## src/design/gdi_pkg.sv

```systemverilog
/*
 package for the bus interface control block: message codes, address bases,
 status byte values and event codes.
 assumes the bus byte and lines are already synchronised by the user of it.
*/
package gdi_pkg;
   // ==========================================================
   // address group bases and special values
   localparam logic [7:0] LISTEN_BASE = 8'h20;
   localparam logic [7:0] TALK_BASE = 8'h40;
   localparam logic [4:0] NULL_ADDR = 5'h1f;
   localparam logic [7:0] UNLISTEN_CMD = 8'h3f;
   localparam logic [7:0] UNTALK_CMD = 8'h5f;
   // ==========================================================
   // universal and addressed commands
   localparam logic [7:0] GO_LOCAL_CMD = 8'h01;
   localparam logic [7:0] LOCKOUT_CMD = 8'h11;
   localparam logic [7:0] POLL_ENABLE_CMD = 8'h18;
   localparam logic [7:0] POLL_DISABLE_CMD = 8'h19;
   // ==========================================================
   // status bytes and event codes
   localparam logic [7:0] STB_POWER_ON = 8'h41;
   localparam logic [7:0] STB_USER_REQ = 8'h43;
   localparam logic [7:0] STB_ERROR = 8'h61;
   localparam logic [7:0] STB_STATUS = 8'h42;
   localparam logic [7:0] STB_NONE = 8'h00;
   localparam logic [6:0] RQS_BIT_MASK = 7'h3f;
   localparam logic [15:0] EVT_NONE = 16'h0000;
   localparam logic [15:0] EVT_POWER_ON = 16'h0191;
   localparam logic [15:0] EVT_USER_REQ = 16'h0193;
   // error and status codes are supplied by the instrument
   localparam int NUM_SRC = 4;
   localparam int SRC_POWER = 0;
   localparam int SRC_USER = 1;
   localparam int SRC_ERROR = 2;
   localparam int SRC_STATUS = 3;
endpackage

```

## src/design/gdi_device_if.sv

```systemverilog
/*
 device side interface control: decodes bus interface messages, keeps
 listen/talk/remote/lockout state and runs the service request machinery.
 assumes the bus byte and lines are pins (synchronised here), instrument
 events are one-cycle pulses on sys_clk_in, and the retained request enable
 is kept in nonvolatile storage outside and presented as a level.
*/
// Overview of operation
// RULE1: atn byte 20h/40h plus address addresses us
// RULE2: unlisten/untalk drop listen/talk state
// RULE3: interface clear drops listen and talk
// RULE4: ren plus listen address enters remote
// RULE5: ren false needs fresh listen address
// RULE6: go to local needs fresh listen address
// RULE7: lockout accepted whether addressed or not
// RULE8: armed lockout: listen locks, local unlocks
// RULE9: lockout while listening locks at once
// RULE10: lock indicator while panel suspended
// RULE11: after panel-lock command ignore lockout
// RULE12: ren false, lock command, power cancel lockout
// RULE13: request only when request enable on
// RULE14: retained enable governs power-on request
// RULE15: poll returns status byte, drops request
// RULE16: pending events reassert request after poll
// RULE17: request indicator until all events reported
// RULE18: unanswered request never blocks operation
// RULE19: rear switch with enables raises 403
// RULE20: user event in poll regardless of enable
// RULE21: probe identify, beam locate raise 403
// RULE22: event query returns pending event code
// RULE23: address 31 neither listens nor drives
// RULE24: power-on poll returns 65 decimal; the code returns 1 with requests disabled
// RULE25: poll enable sends status byte when talking
`timescale 1ns/10ps
module gdi_device_if
(
   input wire logic sys_clk_in,
   input wire logic sys_rst_in,
   input wire logic [7:0] bus_data_in,
   input wire logic bus_atn_in,
   input wire logic bus_ren_in,
   input wire logic bus_ifc_in,
   input wire logic bus_byte_strobe_in,
   input wire logic [4:0] primary_address_in,
   input wire logic service_request_enable_in,
   input wire logic switch_request_enable_in,
   input wire logic probe_identify_report_enable_in,
   input wire logic panel_lock_cmd_in,
   input wire logic rear_external_switch_input,
   input wire logic beam_locate_button,
   input wire logic probe_identify_in,
   input wire logic error_event_in,
   input wire logic status_event_in,
   input wire logic status_byte_read_in,
   input wire logic event_query_in,
   output logic listen_out,
   output logic talk_out,
   output logic remote_state_indicator,
   output logic lock_indicator_out,
   output logic srq_drive_out,
   output logic srq_indicator_out,
   output logic poll_mode_out,
   output logic [7:0] status_byte_out,
   output logic [15:0] event_code_out
);
   // ==========================================================
   // synchronised pins
   localparam int PIN_W = 16;
   logic [PIN_W-1:0] pins_raw;
   logic [PIN_W-1:0] pins_sync;
   logic [7:0] b_data;
   logic b_atn, b_ren, b_ifc, b_stb, rear_sw, beam_btn, probe_btn;

   assign pins_raw = {bus_data_in, bus_atn_in, bus_ren_in, bus_ifc_in, bus_byte_strobe_in,
                      rear_external_switch_input, beam_locate_button, probe_identify_in, 1'b0};

   // two flops on every pin
   gdi_sync #(.WIDTH(PIN_W)) u_sync
   (
      .sys_clk_in(sys_clk_in),
      .sys_rst_in(sys_rst_in),
      .async_in(pins_raw),
      .sync_out(pins_sync)
   );

   assign b_data = pins_sync[15:8];
   assign b_atn = pins_sync[7];
   assign b_ren = pins_sync[6];
   assign b_ifc = pins_sync[5];
   assign b_stb = pins_sync[4];
   assign rear_sw = pins_sync[3];
   assign beam_btn = pins_sync[2];
   assign probe_btn = pins_sync[1];

   // ==========================================================
   // all state
   typedef struct packed
   {
      logic listen;
      logic talk;
      logic remote;
      logic lockout_armed;
      logic locked;
      logic lock_cmd_seen;
      logic poll_mode;
      logic stb_prev;
      logic [2:0] btn_prev;
      logic [gdi_pkg::NUM_SRC-1:0] pend;
      logic [gdi_pkg::NUM_SRC-1:0] qpend;
      logic [gdi_pkg::NUM_SRC-1:0] qry_ev;
      logic srq;
      logic srq_ind;
      logic [7:0] stb;
      logic [15:0] evt;
      logic pwr_seen;
   } gdi_state_type;

   gdi_state_type state_reg;
   gdi_state_type state_next;

   logic take_byte;
   logic active;
   logic my_listen, my_talk, unl, unt, gtl, llo, spe, spd;
   logic [gdi_pkg::NUM_SRC-1:0] rise;
   logic [gdi_pkg::NUM_SRC-1:0] qrise;
   logic user_ev, srq_allowed;

   // decode of one attention byte
   always_comb
   begin
      active = (primary_address_in != gdi_pkg::NULL_ADDR); // RULE23
      take_byte = b_stb & ~state_reg.stb_prev & b_atn & active;
      my_listen = take_byte & (b_data == (gdi_pkg::LISTEN_BASE | {3'h0, primary_address_in})); // RULE1
      my_talk = take_byte & (b_data == (gdi_pkg::TALK_BASE | {3'h0, primary_address_in})); // RULE1
      unl = take_byte & (b_data == gdi_pkg::UNLISTEN_CMD); // RULE2
      unt = take_byte & (b_data == gdi_pkg::UNTALK_CMD); // RULE2
      gtl = take_byte & (b_data == gdi_pkg::GO_LOCAL_CMD) & state_reg.listen;
      llo = take_byte & (b_data == gdi_pkg::LOCKOUT_CMD); // RULE7
      spe = take_byte & (b_data == gdi_pkg::POLL_ENABLE_CMD);
      spd = take_byte & (b_data == gdi_pkg::POLL_DISABLE_CMD);
   end

   // event sources: power-on, user request, error, status change
   always_comb
   begin
      // user request from switch, probe identify, beam locate
      user_ev = (rear_sw & ~state_reg.btn_prev[0] & switch_request_enable_in) // RULE19
         | (probe_btn & ~state_reg.btn_prev[1] & probe_identify_report_enable_in) // RULE21
         | (beam_btn & ~state_reg.btn_prev[2]); // RULE21
      srq_allowed = service_request_enable_in; // RULE13 RULE14
      rise = '0;
      rise[gdi_pkg::SRC_POWER] = ~state_reg.pwr_seen & srq_allowed; // RULE14
      rise[gdi_pkg::SRC_USER] = user_ev & srq_allowed; // RULE19 RULE21
      rise[gdi_pkg::SRC_ERROR] = error_event_in & srq_allowed; // RULE13
      rise[gdi_pkg::SRC_STATUS] = status_event_in & srq_allowed; // RULE13
      // event query list keeps user events even with requests off
      qrise = rise;
      qrise[gdi_pkg::SRC_USER] = user_ev; // RULE20
      qrise[gdi_pkg::SRC_POWER] = ~state_reg.pwr_seen; // RULE24
   end

   // next state
   always_comb
   begin
      state_next = state_reg;
      state_next.stb_prev = b_stb;
      state_next.btn_prev = {beam_btn, probe_btn, rear_sw};
      state_next.pwr_seen = 1'b1;
      // addressing
      if (my_listen)
      begin
         state_next.listen = 1'b1;
         state_next.talk = 1'b0;
      end
      if (my_talk)
      begin
         state_next.talk = 1'b1;
         state_next.listen = 1'b0;
      end
      if (unl)
      begin
         state_next.listen = 1'b0; // RULE2
      end
      if (unt)
      begin
         state_next.talk = 1'b0; // RULE2
      end
      // remote state: entered on listen address with ren
      if (my_listen & b_ren)
      begin
         state_next.remote = 1'b1; // RULE4
      end
      if (~b_ren | gtl)
      begin
         state_next.remote = 1'b0; // RULE5 RULE6
      end
      // lockout handling
      if (llo & ~state_reg.lock_cmd_seen & b_ren)
      begin
         state_next.lockout_armed = 1'b1; // RULE7
         if (state_reg.listen)
         begin
            state_next.locked = 1'b1; // RULE9
         end
      end
      if (state_reg.lockout_armed & my_listen)
      begin
         state_next.locked = 1'b1; // RULE8
      end
      if (gtl)
      begin
         state_next.locked = 1'b0; // RULE8
      end
      if (panel_lock_cmd_in)
      begin
         state_next.lock_cmd_seen = 1'b1; // RULE11
      end
      if (~b_ren | panel_lock_cmd_in)
      begin
         state_next.lockout_armed = 1'b0; // RULE12
         state_next.locked = 1'b0; // RULE12
      end
      // serial poll mode
      if (spe)
      begin
         state_next.poll_mode = 1'b1; // RULE25
      end
      if (spd)
      begin
         state_next.poll_mode = 1'b0; // RULE25
      end
      // interface clear drops both addresses
      if (b_ifc & active)
      begin
         state_next.listen = 1'b0; // RULE3
         state_next.talk = 1'b0; // RULE3
      end
      if (~active)
      begin
         state_next.listen = 1'b0; // RULE23
         state_next.talk = 1'b0;
         state_next.poll_mode = 1'b0;
      end
      // poll read clears the lowest reported event; new events win
      state_next.pend = state_reg.pend;
      if (status_byte_read_in & state_reg.talk & state_reg.poll_mode & state_reg.srq)
      begin
         state_next.pend = state_reg.pend & (state_reg.pend - 4'h1); // RULE15
      end
      state_next.pend = state_next.pend | rise;
      state_next.qpend = state_reg.qpend;
      // query consumes the code; a poll read in the same cycle wins
      if (event_query_in)
      begin
         state_next.qry_ev = '0;
      end
      if (status_byte_read_in & state_reg.talk & state_reg.poll_mode)
      begin
         state_next.qpend = state_reg.qpend & (state_reg.qpend - 4'h1);
         state_next.qry_ev = state_reg.qpend & ~(state_reg.qpend - 4'h1);
      end
      state_next.qpend = state_next.qpend | qrise;
      // request line, redriven while events remain
      state_next.srq = (state_next.pend != '0) & active; // RULE15 RULE16 RULE18
      state_next.srq_ind = (state_next.pend != '0) & active; // RULE17
      // status byte shows lowest pending event
      state_next.stb = gdi_pkg::STB_NONE;
      if (state_next.qpend[gdi_pkg::SRC_POWER])
      begin
         state_next.stb = gdi_pkg::STB_POWER_ON; // RULE24
      end
      else if (state_next.qpend[gdi_pkg::SRC_USER])
      begin
         state_next.stb = gdi_pkg::STB_USER_REQ; // RULE20
      end
      else if (state_next.qpend[gdi_pkg::SRC_ERROR])
      begin
         state_next.stb = gdi_pkg::STB_ERROR;
      end
      else if (state_next.qpend[gdi_pkg::SRC_STATUS])
      begin
         state_next.stb = gdi_pkg::STB_STATUS;
      end
      if (state_next.stb != gdi_pkg::STB_NONE && !(state_next.srq))
      begin
         state_next.stb = {1'b0, state_next.stb[6:0] & gdi_pkg::RQS_BIT_MASK};
      end
      // event query code of last polled event
      state_next.evt = gdi_pkg::EVT_NONE;
      if (state_reg.qry_ev[gdi_pkg::SRC_POWER])
      begin
         state_next.evt = gdi_pkg::EVT_POWER_ON; // RULE22
      end
      else if (state_reg.qry_ev[gdi_pkg::SRC_USER])
      begin
         state_next.evt = gdi_pkg::EVT_USER_REQ; // RULE22
      end
   end

   // state register
   always_ff @(posedge sys_clk_in or posedge sys_rst_in)
   begin
      if (sys_rst_in)
      begin
         state_reg <= '0;
      end
      else
      begin
         state_reg <= state_next;
      end
   end

   // outputs straight from flops
   assign listen_out = state_reg.listen;
   assign talk_out = state_reg.talk;
   assign remote_state_indicator = state_reg.remote;
   assign lock_indicator_out = state_reg.locked; // RULE10
   assign srq_drive_out = state_reg.srq;
   assign srq_indicator_out = state_reg.srq_ind;
   assign poll_mode_out = state_reg.poll_mode;
   assign status_byte_out = state_reg.stb;
   assign event_code_out = state_reg.evt;

   // ==========================================================
   // assertions
   unl_drops_listen_a: assert property (@(posedge sys_clk_in) disable iff (sys_rst_in) // RULE2
      (unl & ~my_listen) |=> ~listen_out) else $error("listen kept after unlisten");
   ifc_drops_both_a: assert property (@(posedge sys_clk_in) disable iff (sys_rst_in) // RULE3
      (b_ifc & active) |=> (~listen_out & ~talk_out)) else $error("address kept after clear");
   listen_addr_a: assert property (@(posedge sys_clk_in) disable iff (sys_rst_in) // RULE1
      (my_listen & ~b_ifc & ~unl) |=> listen_out) else $error("listen address missed");
   remote_entry_a: assert property (@(posedge sys_clk_in) disable iff (sys_rst_in) // RULE4
      (my_listen & b_ren & ~gtl) |=> remote_state_indicator) else $error("remote not entered");
   ren_false_local_a: assert property (@(posedge sys_clk_in) disable iff (sys_rst_in) // RULE5
      ~b_ren |=> (~remote_state_indicator & ~lock_indicator_out)) else $error("remote kept");
   lock_cmd_ignore_a: assert property (@(posedge sys_clk_in) disable iff (sys_rst_in) // RULE11
      (state_reg.lock_cmd_seen & ~state_reg.lockout_armed) |=> ~state_reg.lockout_armed)
      else $error("lockout taken after lock command");
   srq_needs_enable_a: assert property (@(posedge sys_clk_in) disable iff (sys_rst_in) // RULE13
      ($rose(srq_drive_out) & state_reg.pwr_seen) |-> $past(service_request_enable_in))
      else $error("request without enable");
   addr31_silent_a: assert property (@(posedge sys_clk_in) disable iff (sys_rst_in) // RULE23
      (~active ##1 ~active) |-> (~srq_drive_out & ~listen_out & ~talk_out)) else $error("address 31 active");
   ind_follows_srq_a: assert property (@(posedge sys_clk_in) disable iff (sys_rst_in) // RULE17
      srq_indicator_out == srq_drive_out) else $error("indicator mismatch");
   power_stb_a: assert property (@(posedge sys_clk_in) disable iff (sys_rst_in) // RULE24
      state_reg.qpend[gdi_pkg::SRC_POWER] & srq_drive_out |-> status_byte_out == 8'h41)
      else $error("power-on byte wrong");

   poll_seen_c: cover property (@(posedge sys_clk_in) disable iff (sys_rst_in) spe ##[1:50] status_byte_read_in);
   lock_seen_c: cover property (@(posedge sys_clk_in) disable iff (sys_rst_in) $rose(lock_indicator_out));
   remote_seen_c: cover property (@(posedge sys_clk_in) disable iff (sys_rst_in) $rose(remote_state_indicator));
   srq_drop_c: cover property (@(posedge sys_clk_in) disable iff (sys_rst_in) $fell(srq_drive_out));
endmodule

```

## src/design/gdi_sync.sv

```systemverilog
/*
 two flip-flop synchroniser, one per bit.
 assumes inputs come from outside the clock domain.
*/
`timescale 1ns/10ps
module gdi_sync
#(
   parameter int WIDTH = 1
)
(
   input wire logic sys_clk_in,
   input wire logic sys_rst_in,
   input wire logic [WIDTH-1:0] async_in,
   output logic [WIDTH-1:0] sync_out
);
   // ==========================================================
   // state of both stages
   typedef struct packed
   {
      logic [WIDTH-1:0] first;
      logic [WIDTH-1:0] second;
   } gdi_sync_state_type;

   gdi_sync_state_type state_reg;
   gdi_sync_state_type state_next;

   // next state: shift through
   always_comb
   begin
      state_next = state_reg;
      state_next.first = async_in;
      state_next.second = state_reg.first;
   end

   // register
   always_ff @(posedge sys_clk_in or posedge sys_rst_in)
   begin
      if (sys_rst_in)
      begin
         state_reg <= '0;
      end
      else
      begin
         state_reg <= state_next;
      end
   end

   assign sync_out = state_reg.second;
endmodule

```

## config.mk

```make
export PLATFORM = sky130hd
export DESIGN_NAME = gdi_device_if
export DESIGN_NICKNAME = d
export VERILOG_FILES = /design/src/design/gdi_pkg.sv /design/src/design/gdi_device_if.sv /design/src/design/gdi_sync.sv
export SDC_FILE = /design/constraint.sdc
export NUM_CORES = 1
export LEC_CHECK = 0
export ABC_AREA = 1
export BUFFER_PORTS_ARGS = -buffer_cell sky130_fd_sc_hd__buf_2
export CORE_AREA = 2 2 69 71
export DETAILED_ROUTE_END_ITERATION = 8
export DIE_AREA = 0 0 71 73
export PLACE_DENSITY = 0.82
export SETUP_SLACK_MARGIN = 0.4
export SLEW_MARGIN = 40
export SYNTH_ARGS = -nofsm -noshare
export SYNTH_HDL_FRONTEND = slang
export SYNTH_SLANG_ARGS = --single-unit
```

## constraint.sdc

```tcl
create_clock -name sys_clk_in -period 2.65 [get_ports sys_clk_in]
set_clock_uncertainty 0.1 [all_clocks]
set_input_delay 0.1325 -clock sys_clk_in [delete_from_list [all_inputs] [get_ports sys_clk_in]]
set_output_delay 0.1325 -clock sys_clk_in [all_outputs]
set_load 0.1 [all_outputs]
```

==> qor.txt <==
Worst-skew pair later-pin latency = 0.32 ns
Netlist cell types = 25
Ys Warns = 0
Vias in the first global route = 1598
Initial antenna violation count = 0
Max-slew violations = 0
Top cells by count, synth = dfrtp_1 (59), nand2_1 (51), inv_1 (45)
Drt wl/cell = 10.3 um
Vias post-DR = 1670
Static Leak = 1.61 nW
Final Worst Setup Slack = 1.17 ns
Initial core utilization = 52.8%
Die height = 73 um
Number of port buffers = 45
Final Setup Violations = 0
Maximum buffer depth of the clock tree = 2
Nets = 342
Remaining DRCs = 0
Largest fanout on the critical path = 4
Final Cycle Share = 55.8%
N_diodes = 0
Setup CP Type = flop to primary output
Site row count = 25
Met2 Resource Use GR = 28.7%
Critical Path End Type = primary output
Max H-tree Level = 3
Final setup TNS = 0 ns
Post-Syn Area = 2400 sq um
Pwr Density = 687 nW/um^2
GP Congestion = 0.837
Dominant cells by area after synthesis = dfrtp_1 (62%), nand2_1 (8.0%), buf_4 (7.8%)
RSZ-0062 raised after global routing = false
Min-delay worst type = input pin to flop
Iter 0 DRT Violations = 92
Final core occ = 65.9%
Final Hold Vio Count = 0
GRT Total Usage = 17.1%
Syn Inst Count = 246
Most used DFF post-synth = dfrtp_1
Total Wirelength = 3810 um
DIE AREA = 5180 sq um
# Max-Cap Violations = 0
First-pass GRT wire length = 6720 um
CTS Root Cell = clkbuf_8
Synth async-reset ratio = 100%
Via density = 4.50
Most frequent cell after synthesis = dfrtp_1
Minimum clock period = 1.48 ns
Pin count of the biggest net entering global routing = 60
Worst EP arrival = 1.25 ns
CTS tree = done
Seq/Total Area, Yosys = 61.6%
DP Worst Slack = 1.20 ns
Reg clk slew, reported paths = 0.06 ns
Crit path max-delay family = buffers and inverters
Synth area leader = dfrtp_1
Req. time, crit path = 2.42 ns
GR Layer Usage met3 = 5.25%
Clock Sinks = 59
Yosys reg bits = 59
Most used routing layer in global routing = met2
Dpl hpwl = 2610 um
Placed cell area = 2560 sq um
Layout cell share with drive strength beyond 1 = 23.7%
Status = finished clean
Syn-to-layout area delta = 24.8%
Hold slack = 0.0172 ns
Peak VDD IR = 0.547 mV
ANT nets after route = 0
Num CTS Buffers = 9
Crit-path cells = buf_2
Rel. slew slack = 53.0%
DRT Pass-1 Iters = 5
I/O pin count = 61
Startpoint class of the critical path = flop
Worst-Margin Slew = 0.705 ns
Max incr delay on CP = 0.47 ns
Bufs and invs on worst path = 1
Post-Syn Area per Cell = 9.74 sq um
Finished layout cell area = 2990 sq um
Yosys top cell area share = 61.6%
CTS resizes = 0
EDFF count, synth = 0
Max FFs per register = 17
Critical-path top delay cell = buf_2
Die width = 71 um
Grt ovf = 0
Core area = 4540 sq um
Met1 usage = 19.9%
Fmax = 677 MHz
-- through the flow --
stage	total power, mW	std cells
CTS	2.07	371
detailed placement	1.14	335
floorplan	1.12	260
finish	2.05	371
global placement	1.13	335
global route	2.14	371
-- worst paths after layout --
path	startpoint	to	slack (ns)	cells after the start
hold / removal	error_event_in	state_reg[33]	0.02	3
setup reg to reg	poll_mode_out	status_byte_out[6]	1.21	5
min in group asynchronous	sys_rst_in	u_sync.state_next[15]	0.45	4
setup / recovery	poll_mode_out	poll_mode_out	1.17	1
max in group asynchronous	sys_rst_in	event_code_out[1]	1.54	4
hold reg to reg	u_sync.state_next[12]	u_sync.sync_out[12]	0.25	0
-- cell usage in the layout, fill, tap and decap left out, drive strengths merged --
| cell | count |
|---|---|
| dfrtp | 59 |
| nand2 | 55 |
| buf | 46 |
| inv | 45 |
| nor2 | 21 |
| dlygate4sd3 | 20 |
| conb | 16 |
| clkbuf | 12 |
| nand3 | 12 |
| nand4 | 7 |
| nor3 | 5 |
| a21oi | 4 |
| o22ai | 3 |
| clkinv | 2 |
| a31oi | 2 |
| bufinv | 2 |
| a21boi | 1 |
| o21ai | 1 |
| o21bai | 1 |
| nor4 | 1 |
| nor3b | 1 |
| clkinvlp | 1 |
-- cell families (layout without fill, tap and decap cells) --
| family | count (synthesis) | count (layout) | share of synthesized area [%] |
|---|---|---|---|
| AO/OA/AOI/OAI | 12 | 12 | 3.13 |
| buffers and inverters | 71 | 128 | 15.1 |
| flip-flops | 59 | 59 | 61.6 |
| other | 2 | 16 | 0.313 |
| AND/OR/NAND/NOR | 102 | 102 | 19.8 |
-- layer usage --
| metal | share of wire [%] | vias up |
|---|---|---|
| met5 | 0 | - |
| met4 | 1.5 | 0 |
| met3 | 5.2 | 5 |
| met2 | 50 | 55 |
| met1 | 43 | 770 |
| li1 | - | 840 |
-- report_power, final --
group | switching (mW) | leakage, nW | internal, mW
Combinational | 0.152 | 0.813 | 0.0486
Sequential | 0.0130 | 0.681 | 0.929
Clock | 0.330 | 0.113 | 0.579
Total | 0.495 | 1.61 | 1.56
-- timing repair --
action / in CTS / in global routing
hold endpoints to repair: 79 / 0
setup buffers: 0 / 0
hold buffers: 20 / 0
setup endpoints to repair: 0 / 0
-- cell type report --
cell class,count,area (sq um)
clock buffer,12,155
clock inverter,4,72.6
fill,358,1550
inverter,46,174
multi-input combinational,130,611
sequential,59,1480
tap,54,67.6
timing repair buffer,66,433
Note: power is estimated with default switching activity, not from simulation.
